File: config.mk
export PLATFORM = sky130hd
export DESIGN_NAME = sifs_fault_status
export DESIGN_NICKNAME = d
export VERILOG_FILES = /design/src/hw/sifs_deglitch.v /design/src/hw/sifs_fault_status.v
export VERILOG_INCLUDE_DIRS = /design/src /design/src/hw
export SDC_FILE = /design/constraint.sdc
export NUM_CORES = 1
export LEC_CHECK = 0
export ABC_CLOCK_PERIOD_IN_PS = 2200
export BUFFER_PORTS_ARGS = -buffer_cell sky130_fd_sc_hd__clkbuf_2
export CORE_ASPECT_RATIO = 1.75
export CORE_MARGIN = 1.5
export CORE_UTILIZATION = 60
export DETAILED_ROUTE_END_ITERATION = 16
export PLACE_DENSITY = 0.79
export SLEW_MARGIN = 20
export SYNTH_ARGS = -nofsm -noshare
export SYNTH_HDL_FRONTEND = slang
export SYNTH_HIERARCHICAL = 1
export SYNTH_SLANG_ARGS = --single-unit
File: constraint.sdc
create_clock -name core_clk -period 2.2 [get_ports core_clk]
set_clock_uncertainty 0.05 [all_clocks]
set_input_delay 0.22 -clock core_clk [delete_from_list [all_inputs] [get_ports core_clk]]
set_output_delay 0.22 -clock core_clk [all_outputs]
set_load 0.02 [all_outputs]
File: src/hw/sifs_regs.vh
// Register offsets, field positions, reset values and timing for the fault flags
// Functional notes
// RULE1: Low integrity indicators at bits 15..12
// RULE2: High integrity indicators at bits 11..8
// RULE3: Integrity results need 5 us stable
// RULE4: Low overvoltage flags at bits 7..4
// RULE5: High overvoltage flags at bits 3..0
// RULE6: Reading returns flags, then clears them
// RULE7: Register at offset 0xF, resets zero
// RULE8: Inputs 1,3 cosine pair; 2,4 sine
// RULE9: New event during clearing read wins
`ifndef SIFS_REGS_VH
`define SIFS_REGS_VH
// ****************************************
// Map
// ****************************************
`define SIFS_FAULT_FLAGS_OFS 8'h0F
`define SIFS_FAULT_FLAGS_RST 16'h0000
// ****************************************
// Field base positions (nibble order four, two, three, one)
// ****************************************
`define SIFS_LOW_INTEG_POS 12
`define SIFS_HIGH_INTEG_POS 8
`define SIFS_LOW_OV_POS 4
`define SIFS_HIGH_OV_POS 0
// ****************************************
// Timing
// ****************************************
`define SIFS_DEGLITCH_NS 5000
`define SIFS_CLK_PERIOD_NS 25
`define SIFS_DEGLITCH_CYC ((`SIFS_DEGLITCH_NS + `SIFS_CLK_PERIOD_NS - 1) / `SIFS_CLK_PERIOD_NS)
`endif

File: src/hw/sifs_deglitch.v
// De-glitch filter: output follows input once stable for a set count
module sifs_deglitch #(
  parameter CYCLES = 200,
  parameter CW = 8
) (
  input wire core_clk,
  input wire sys_rst,
  input wire raw,
  output reg filt
);
  reg [CW-1:0] cnt;
  // ****************************************
  // Stability counter
  // ****************************************
  always @(posedge core_clk or posedge sys_rst) begin
    if (sys_rst) begin
      cnt <= {CW{1'b0}};
      filt <= 1'b0;
    end else if (raw == filt) begin
      cnt <= {CW{1'b0}};
    end else if (cnt == CYCLES[CW-1:0] - 1'b1) begin
      // Change accepted only after full stable window
      cnt <= {CW{1'b0}};
      filt <= raw; // RULE3
    end else begin
      cnt <= cnt + 1'b1;
    end
  end
endmodule

File: src/hw/sifs_fault_status.v
// Sensor input fault status register with clear-on-read flags
`include "sifs_regs.vh"
module sifs_fault_status #(
  parameter DEGLITCH_CYC = `SIFS_DEGLITCH_CYC,
  parameter CW = 8
) (
  input wire core_clk,
  input wire sys_rst,
  input wire [3:0] integrity_low_fail,
  input wire [3:0] integrity_high_fail,
  input wire [3:0] overvolt_low_fail,
  input wire [3:0] overvolt_high_fail,
  input wire rd_en,
  input wire [7:0] rd_addr,
  output reg [15:0] rd_data,
  output reg rd_valid
);
  // Input vectors index sensor input one..four as bit 0..3.
  // Inputs one and three are the cosine pair, two and four the sine pair.
  localparam [15:0] FLAGS_RST = `SIFS_FAULT_FLAGS_RST;

  // ****************************************
  // Synchronisers
  // ****************************************
  // Comparator levels arrive unclocked, so each line gets two flops.
  reg [3:0] il_meta;
  reg [3:0] il_sync;
  reg [3:0] ih_meta;
  reg [3:0] ih_sync;
  reg [3:0] ol_meta;
  reg [3:0] ol_sync;
  reg [3:0] oh_meta;
  reg [3:0] oh_sync;
  always @(posedge core_clk or posedge sys_rst) begin
    if (sys_rst) begin
      il_meta <= 4'h0;
      il_sync <= 4'h0;
      ih_meta <= 4'h0;
      ih_sync <= 4'h0;
      ol_meta <= 4'h0;
      ol_sync <= 4'h0;
      oh_meta <= 4'h0;
      oh_sync <= 4'h0;
    end else begin
      il_meta <= integrity_low_fail;
      il_sync <= il_meta;
      ih_meta <= integrity_high_fail;
      ih_sync <= ih_meta;
      ol_meta <= overvolt_low_fail;
      ol_sync <= ol_meta;
      oh_meta <= overvolt_high_fail;
      oh_sync <= oh_meta;
    end
  end

  // ****************************************
  // De-glitch on integrity results
  // ****************************************
  // Overvoltage lines skip the filter; only integrity checks wait.
  wire [7:0] integ_raw;
  wire [7:0] integ_filt;
  assign integ_raw = {il_sync, ih_sync};
  genvar g;
  generate
    for (g = 0; g < 8; g = g + 1) begin : g_dg
      sifs_deglitch #(
        .CYCLES(DEGLITCH_CYC),
        .CW(CW)
      ) u_dg (
        .core_clk(core_clk),
        .sys_rst(sys_rst),
        .raw(integ_raw[g]), // RULE3
        .filt(integ_filt[g])
      );
    end
  endgenerate
  wire [3:0] il_filt;
  wire [3:0] ih_filt;
  assign il_filt = integ_filt[7:4];
  assign ih_filt = integ_filt[3:0];

  // ****************************************
  // Low integrity results per input
  // ****************************************
  // Filtered, so a dip shorter than the window never logs.
  wire in_one_low_integrity;
  wire in_two_low_integrity;
  wire in_three_low_integrity;
  wire in_four_low_integrity;
  assign in_one_low_integrity = il_filt[0];
  assign in_two_low_integrity = il_filt[1];
  assign in_three_low_integrity = il_filt[2];
  assign in_four_low_integrity = il_filt[3];

  // ****************************************
  // High integrity results per input
  // ****************************************
  // Same filter as the low side; both edges need the full window.
  wire in_one_high_integrity;
  wire in_two_high_integrity;
  wire in_three_high_integrity;
  wire in_four_high_integrity;
  assign in_one_high_integrity = ih_filt[0];
  assign in_two_high_integrity = ih_filt[1];
  assign in_three_high_integrity = ih_filt[2];
  assign in_four_high_integrity = ih_filt[3];

  // ****************************************
  // Low overvoltage results per input
  // ****************************************
  // Unfiltered: logged three edges after the comparator rises.
  wire in_one_low_overvolt;
  wire in_two_low_overvolt;
  wire in_three_low_overvolt;
  wire in_four_low_overvolt;
  assign in_one_low_overvolt = ol_sync[0];
  assign in_two_low_overvolt = ol_sync[1];
  assign in_three_low_overvolt = ol_sync[2];
  assign in_four_low_overvolt = ol_sync[3];

  // ****************************************
  // High overvoltage results per input
  // ****************************************
  // Unfiltered, like the low side.
  wire in_one_high_overvolt;
  wire in_two_high_overvolt;
  wire in_three_high_overvolt;
  wire in_four_high_overvolt;
  assign in_one_high_overvolt = oh_sync[0];
  assign in_two_high_overvolt = oh_sync[1];
  assign in_three_high_overvolt = oh_sync[2];
  assign in_four_high_overvolt = oh_sync[3];

  // ****************************************
  // Register layout
  // ****************************************
  // Each nibble runs four, two, three, one from its top bit.
  wire [15:0] detect;
  assign detect[`SIFS_LOW_INTEG_POS+3] = in_four_low_integrity; // RULE1 RULE8
  assign detect[`SIFS_LOW_INTEG_POS+2] = in_two_low_integrity; // RULE1
  assign detect[`SIFS_LOW_INTEG_POS+1] = in_three_low_integrity; // RULE1
  assign detect[`SIFS_LOW_INTEG_POS] = in_one_low_integrity; // RULE1
  assign detect[`SIFS_HIGH_INTEG_POS+3] = in_four_high_integrity; // RULE2
  assign detect[`SIFS_HIGH_INTEG_POS+2] = in_two_high_integrity; // RULE2
  assign detect[`SIFS_HIGH_INTEG_POS+1] = in_three_high_integrity; // RULE2
  assign detect[`SIFS_HIGH_INTEG_POS] = in_one_high_integrity; // RULE2
  assign detect[`SIFS_LOW_OV_POS+3] = in_four_low_overvolt; // RULE4
  assign detect[`SIFS_LOW_OV_POS+2] = in_two_low_overvolt; // RULE4
  assign detect[`SIFS_LOW_OV_POS+1] = in_three_low_overvolt; // RULE4
  assign detect[`SIFS_LOW_OV_POS] = in_one_low_overvolt; // RULE4
  assign detect[`SIFS_HIGH_OV_POS+3] = in_four_high_overvolt; // RULE5
  assign detect[`SIFS_HIGH_OV_POS+2] = in_two_high_overvolt; // RULE5
  assign detect[`SIFS_HIGH_OV_POS+1] = in_three_high_overvolt; // RULE5
  assign detect[`SIFS_HIGH_OV_POS] = in_one_high_overvolt; // RULE5

  // ****************************************
  // Read decode
  // ****************************************
  reg addr_match;
  wire hit;
  always @* begin
    addr_match = 1'b0;
    case (rd_addr)
      `SIFS_FAULT_FLAGS_OFS: begin
        addr_match = 1'b1;
      end
      default: begin
        addr_match = 1'b0;
      end
    endcase
  end
  assign hit = rd_en && addr_match;

  // ****************************************
  // Flags
  // ****************************************
  // A read reloads each flag from live detect instead of zero, so an
  // event in the clearing cycle survives: set beats clear.
  wire [15:0] flags;
  genvar b;
  generate
    for (b = 0; b < 16; b = b + 1) begin : g_flag
      reg flag_q;
      wire keep;
      wire next_flag;
      assign keep = hit ? 1'b0 : flag_q; // RULE6
      assign next_flag = keep | detect[b]; // RULE9
      always @(posedge core_clk or posedge sys_rst) begin
        if (sys_rst) begin
          flag_q <= FLAGS_RST[b]; // RULE7
        end else begin
          flag_q <= next_flag;
        end
      end
      assign flags[b] = flag_q;
    end
  endgenerate

  // ****************************************
  // Read port
  // ****************************************
  // Unmapped addresses read as zero and leave the flags alone.
  reg [15:0] next_rd_data;
  wire next_rd_valid;
  always @* begin
    next_rd_data = 16'h0000;
    if (hit) begin
      next_rd_data = flags; // RULE6
    end else begin
      next_rd_data = 16'h0000;
    end
  end
  assign next_rd_valid = rd_en;
  always @(posedge core_clk or posedge sys_rst) begin
    if (sys_rst) begin
      rd_data <= FLAGS_RST;
      rd_valid <= 1'b0;
    end else begin
      rd_data <= next_rd_data;
      rd_valid <= next_rd_valid;
    end
  end
endmodule

Word-level counts from Yosys, hierarchy flattened
Index checks and enable logic that the tools add are counted.
{ "word_totals": {"register_bits": 137, "in_bits": 27, "output_inout_bits": 17, "word_cells": 134} }
{ "classes": {"n_addsub": 8, "eq_ne": 17, "n_mux": 34, "n_bitwise": 24, "n_reduce_logical": 9} }
{ "op_table": {"columns": ["cell", "count"], "rows": [
  ["2-to-1 mux 8 bit", 16],
  ["adder 8 x 1 -> 8 bit, second input constant", 8],
  ["equality test 8 bit, second input constant", 8],
  ["2-to-1 mux 1 bit", 17],
  ["2-to-1 mux 16 bit", 1],
  ["OR 1 bit", 16],
  ["AND reduction 2 bit", 8],
  ["equality test 1 bit", 8],
  ["equality test 8 x 4 -> 1 bit, second input constant", 1],
  ["inverter 1 bit", 8],
  ["logical AND 1 bit", 1]
]} }

Longest topological paths before layout
{ "depth": {"ltp_word": 5, "ltp_mapped": 4, "ltp_nobuf": 4} }

Hierarchy
The synthesis kept the hierarchy.
{ "by_module_without_submodules": {"columns": ["module", "instances", "cells_per_inst", "area_each_um2", "seq_area_each_um2"], "rows": [
  ["sifs_deglitch", 8, 43, 455.4, 225.2],
  ["sifs_fault_status", 1, 161, 2304.7, 1626.6]
]} }

Worst setup path before layout
OpenSTA, ideal clock, no wires.
{ "synth_path": {"path_kind": "reg2reg", "from": "register g_dg[0].u_dg.cnt[0]", "to": "register g_dg[0].u_dg.filt", "setup_time_ns": 0.125, "arrival_time_ns": 1.290, "required_time_ns": 2.025, "setup_slack_ns": 0.735, "stages_incl_launch_ff": 5, "n_path_buf": 0, "synth_period_minus_slack_ns": 1.465, "path_cell_list": "dfrtp_1 ha_1 nand4b_1 nor4_1 mux2_2"} }
{ "synth_between": {"elab_chain_cells": 2} }
{ "synth_rtl": {"columns": ["element", "line_no", "text"], "rows": [
  ["start, declared", "sifs_deglitch.v:11", "reg [CW-1:0] cnt;"],
  ["start signal, assigned", "sifs_deglitch.v:17", "cnt <= {CW{1'b0}};"],
  ["start signal, assigned", "sifs_deglitch.v:20", "cnt <= {CW{1'b0}};"],
  ["start signal, assigned", "sifs_deglitch.v:23", "cnt <= {CW{1'b0}};"],
  ["equality test 8 bit", "sifs_deglitch.v:21", "end else if (cnt == CYCLES[CW-1:0] - 1'b1) begin"],
  ["AND reduction 2 bit (no source line)", null, null],
  ["end signal, assigned", "sifs_deglitch.v:24", "filt <= raw;"],
  ["end, declared", "sifs_deglitch.v:9", "output reg filt"]
]} }
No other way between the ends.
A chain may end at the register's enable or synchronous reset.

Final worst setup path
{ "layout_path": {"from": "register g_dg[4].u_dg.cnt[0]", "to": "register g_dg[4].u_dg.filt"} }
{ "layout_between": {"elab_chain_cells": 2} }
{ "layout_rtl": {"columns": ["element", "line_no"], "rows": [
  ["start, declared", "sifs_deglitch.v:11"],
  ["start signal, assigned", "sifs_deglitch.v:17"],
  ["start signal, assigned", "sifs_deglitch.v:20"],
  ["start signal, assigned", "sifs_deglitch.v:23"],
  ["equality test 8 bit", "sifs_deglitch.v:21"],
  ["AND reduction 2 bit (no source line)", null],
  ["end signal, assigned", "sifs_deglitch.v:24"],
  ["end, declared", "sifs_deglitch.v:9"]
]} }
No other way between the ends.

==> impl_metrics.sql <==
INSERT INTO impl_metrics (metric_group, metric, value, unit) VALUES
('floorplan', 'core_region_area', '0.009527', 'sq mm'),
('worst_setup_path', 'worstPathBufferInverterCount', '0', ''),
('floorplan', 'num_io_pins', '44', ''),
('placed_design', 'dp_cells', '664', ''),
('final_layout', 'fillers', '646', ''),
('power', 'power.density_cell_area', '808.3', 'mW/mm^2'),
('worst_setup_path', 'worst-endpoint-required', '2.44', 'ns'),
('final_layout', 'nets', '622', ''),
('timing', 'setup_repair_after_global_routing_missed_its_margin', 'no', ''),
('clocking', 'clk-insertion-delay-late', '0.41', 'ns'),
('outcome', 'run_status', 'complete, no violations', ''),
('worst_setup_path', 'worst_r2r_endpoint', 'g_dg[4].u_dg/filt', ''),
('yosys', 'synthTopCellsByArea', 'dfrtp_1 58%, o41ai_4 3.7%, nor2_1 3.5%', ''),
('timing', 'setup_tns', '0', 'ns'),
('grt', 'first_global_vias', '4180', ''),
('floorplan', 'num_rows', '47', ''),
('drt', 'first_pass_iters', '4', ''),
('final_layout', 'post_route_cells_drive_above_1_share', '0.1875', ''),
('clocking', 'clock_tree.buffer_depth', '2', ''),
('timing', 'hold_violations', '0', ''),
('yosys', 'synthesis.area', '0.005948', 'sq mm'),
('drt', 'antenna_violating_nets_post_route', '0', ''),
('grt', 'grt_first_pass_wirelength', '19.48', 'mm'),
('drt', 'via_per_inst', '5.703', ''),
('grt', 'globalRouteTotalUtil', '0.2400', ''),
('placed_design', 'detailed_place_hpwl', '7.461', 'mm'),
('run', 'cap_violations', '0', ''),
('worst_setup_path', 'crit_chain', 'ha_1 > nand4b_1 > nor4_1 > mux2_2', ''),
('worst_setup_path', 'end_kind', 'flip-flop', ''),
('clocking', 'clock_transition_at_the_registers_of_the_reported_paths', '0.06', 'ns'),
('yosys', 'synthDominantAreaCellType', 'dfrtp_1', ''),
('worst_setup_path', 'crit_fanout', '6', ''),
('worst_setup_path', 'worst_setup_path_endpoint', 'g_dg[4].u_dg/filt', ''),
('grt', 'antenna_found_initial', '0', ''),
('final_layout', 'final_cells', '714', ''),
('yosys', 'syn_avg_cell_area', '11.78', 'sq um'),
('power', 'power_leakage', '3.157', 'nW'),
('yosys', 'synth_flop_cell', 'dfrtp_1', ''),
('timing', 'period_share', '0.7625', ''),
('worst_setup_path', 'highest_cell_delay_on_the_worst_timing_path', '0.42', 'ns'),
('floorplan', 'fp.dieW', '78.27', 'microns'),
('worst_setup_path', 'r2r_slack', '0.52', 'ns'),
('yosys', 'syn-num-nets', '548', ''),
('yosys', 'synthesis.yosys.warnings', '6', ''),
('clocking', 'cts_made_buffers', '17', ''),
('clocking', 'cts-root-buf', 'clkbuf_16', ''),
('drt', 'wl_per_cell', '15.73', 'microns'),
('worst_setup_path', 'worst_r2r_startpoint', 'g_dg[4].u_dg/cnt[0]', ''),
('timing', 'final_max_slew_viol_count', '0', ''),
('yosys', 'yosys_register_bits', '137', ''),
('yosys', 'postSynthCellCount', '505', ''),
('placed_design', 'portBuffers', '43', ''),
('clocking', 'ctsResizeCount', '0', ''),
('timing', 'max_freq', '596.2', 'MHz'),
('floorplan', 'initial_utilization', '0.6244', ''),
('timing', 'setup_viol_count_final', '0', ''),
('worst_setup_path', 'beginning_of_the_critical_path', 'g_dg[4].u_dg/cnt[0]', ''),
('drt', 'detailedRoute.firstIterationViolations', '189', ''),
('yosys', 'yosys.area.top_type_share', '0.5764', ''),
('min_path', 'min_path_type', 'flip-flop to flip-flop', ''),
('clocking', 'htreeDepth', '4', ''),
('yosys', 'synth-async-reset-ratio', '1.000', ''),
('drt', 'drc', '0', ''),
('floorplan', 'height_of_the_die', '134.7', 'microns'),
('final_layout', 'synthToLayoutAreaGrowth', '18.24', '%'),
('final_layout', 'antenna-diode-count', '0', ''),
('timing', 'final_period_minus_worst_setup_slack', '1.677', 'ns'),
('power', 'irDropWorstVdd', '0.6698', 'mV'),
('clocking', 'cts_sinks', '137', ''),
('placed_design', 'place_congestion', '0.8237', ''),
('drt', 'postRouteWirelength', '11.23', 'mm');
[placed cells by master, fill, tap and decap left out, types with 5 or more instances in the layout]
cell type,n
dfrtp_1,137
nor2_1,56
inv_1,48
clkbuf_2,43
nand3_1,32
o21ai_0,24
or3_1,24
xor2_1,24
dlygate4sd3_1,18
clkbuf_16,17
nor4bb_1,16
a31oi_1,16
a21oi_1,16
ha_1,16
nor4_1,14
nor4_2,10
nand4_1,8
nand4b_1,8
o41ai_4,8
nand2_1,8
xnor2_1,8
a21oi_2,8
mux2_2,8
clkbuf_1,5
[routing by layer]
metal / GRT usage / vias up / routed length (microns)
met4: 0.1032 / 0 / 197
met5: 0 / - / 0
met2: 0.4319 / 103 / 6335
met3: 0.05270 / 16 / 415
met1: 0.2704 / 2026 / 4284
li1: - / 1927 / -
[cell families after synthesis]
group	Yosys count	synth area share
compound gates	72	0.09929
simple gates	181	0.1853
xor+xnor	32	0.04712
mux	8	0.01515
flops	137	0.5764
fa+ha+maj	16	0.03366
buf+inv	59	0.04312
[power by group]
part	internal, mW	switching [mW]
clock	1.72	0.981
sequential	2.60	0.0761
combinational	0.126	0.181
total	4.45	1.24
[worst min-delay path by stage]
stage / from / endpoint / slack [ns] / cells past startpoint
after global routing: ih_meta[0] / ih_sync[0] / 0.30 / 0
after CTS: ol_meta[0] / ol_sync[0] / 0.29 / 0
after floorplan: sys_rst / g_dg[0].u_dg/cnt[0] / -0.002 / 1
after detailed placement: integrity_high_fail[2] / ih_meta[2] / 0.28 / 1
final: ih_meta[0] / ih_sync[0] / 0.29 / 0
after global placement: integrity_high_fail[2] / ih_meta[2] / 0.28 / 1
[worst reg2reg max path: cells and delay by family, from the launching register on]
family	cells	cell delay [ns]
simple gates	2	0.50
flops	1	0.42
mux	1	0.38
fa+ha+maj	1	0.21
[state kept, by name (all words and copies together), names as in the netlist]
signal and count:
il_meta 4, g_dg.u_dg/filt 8, rd_data 16, oh_sync 4
oh_meta 4, g_flag.flag_q 16, ol_sync 4, ih_meta 4
ol_meta 4, rd_valid 1, g_dg.u_dg/cnt 64, il_sync 4
ih_sync 4
[layout make-up]
cell class	instances	area [sq um]	share of cell area
clock buffer	24	471.7	0.06707
clock inverter	8	95.09	0.01352
inverter	49	183.9	0.02615
multi-input combinational	309	2263	0.3218
sequential	137	3428	0.4875
tap	122	152.6	0.02170
timing repair buffer	65	437.9	0.06227
[cells in the mapped netlist (all sizes together) (9+ instances only)]
library cell / number
o21ai: 24
nor4bb: 16
dfrtp: 137
nand3: 32
or3: 24
nor4: 24
ha: 16
a21oi: 24
a31oi: 16
nor2: 56
xor2: 24
nand4b: 9
inv: 49
[timing repair]
action	4_1_cts	5_1_grt
endpoints found under the hold margin	110	0
buffers inserted	0	0
hold buffers	18	0
[stage by stage]
stage	cell area [sq um]	worst slack, ns	power, mW	util	hold slack (ns)
after global placement	6286	0.6307	2.986	0.6598	0.2784
after CTS	7033	0.5346	5.739	0.7382	0.2945
after floorplan	5948	0.3035	2.908	-	-0.002082
final	7033	0.5226	5.685	0.7382	0.2912
after detailed placement	6286	0.5504	3.002	0.6598	0.2796
after global routing	7033	0.4182	5.909	0.7382	0.2962
No activity file was read; power rests on OpenSTA's default activity.
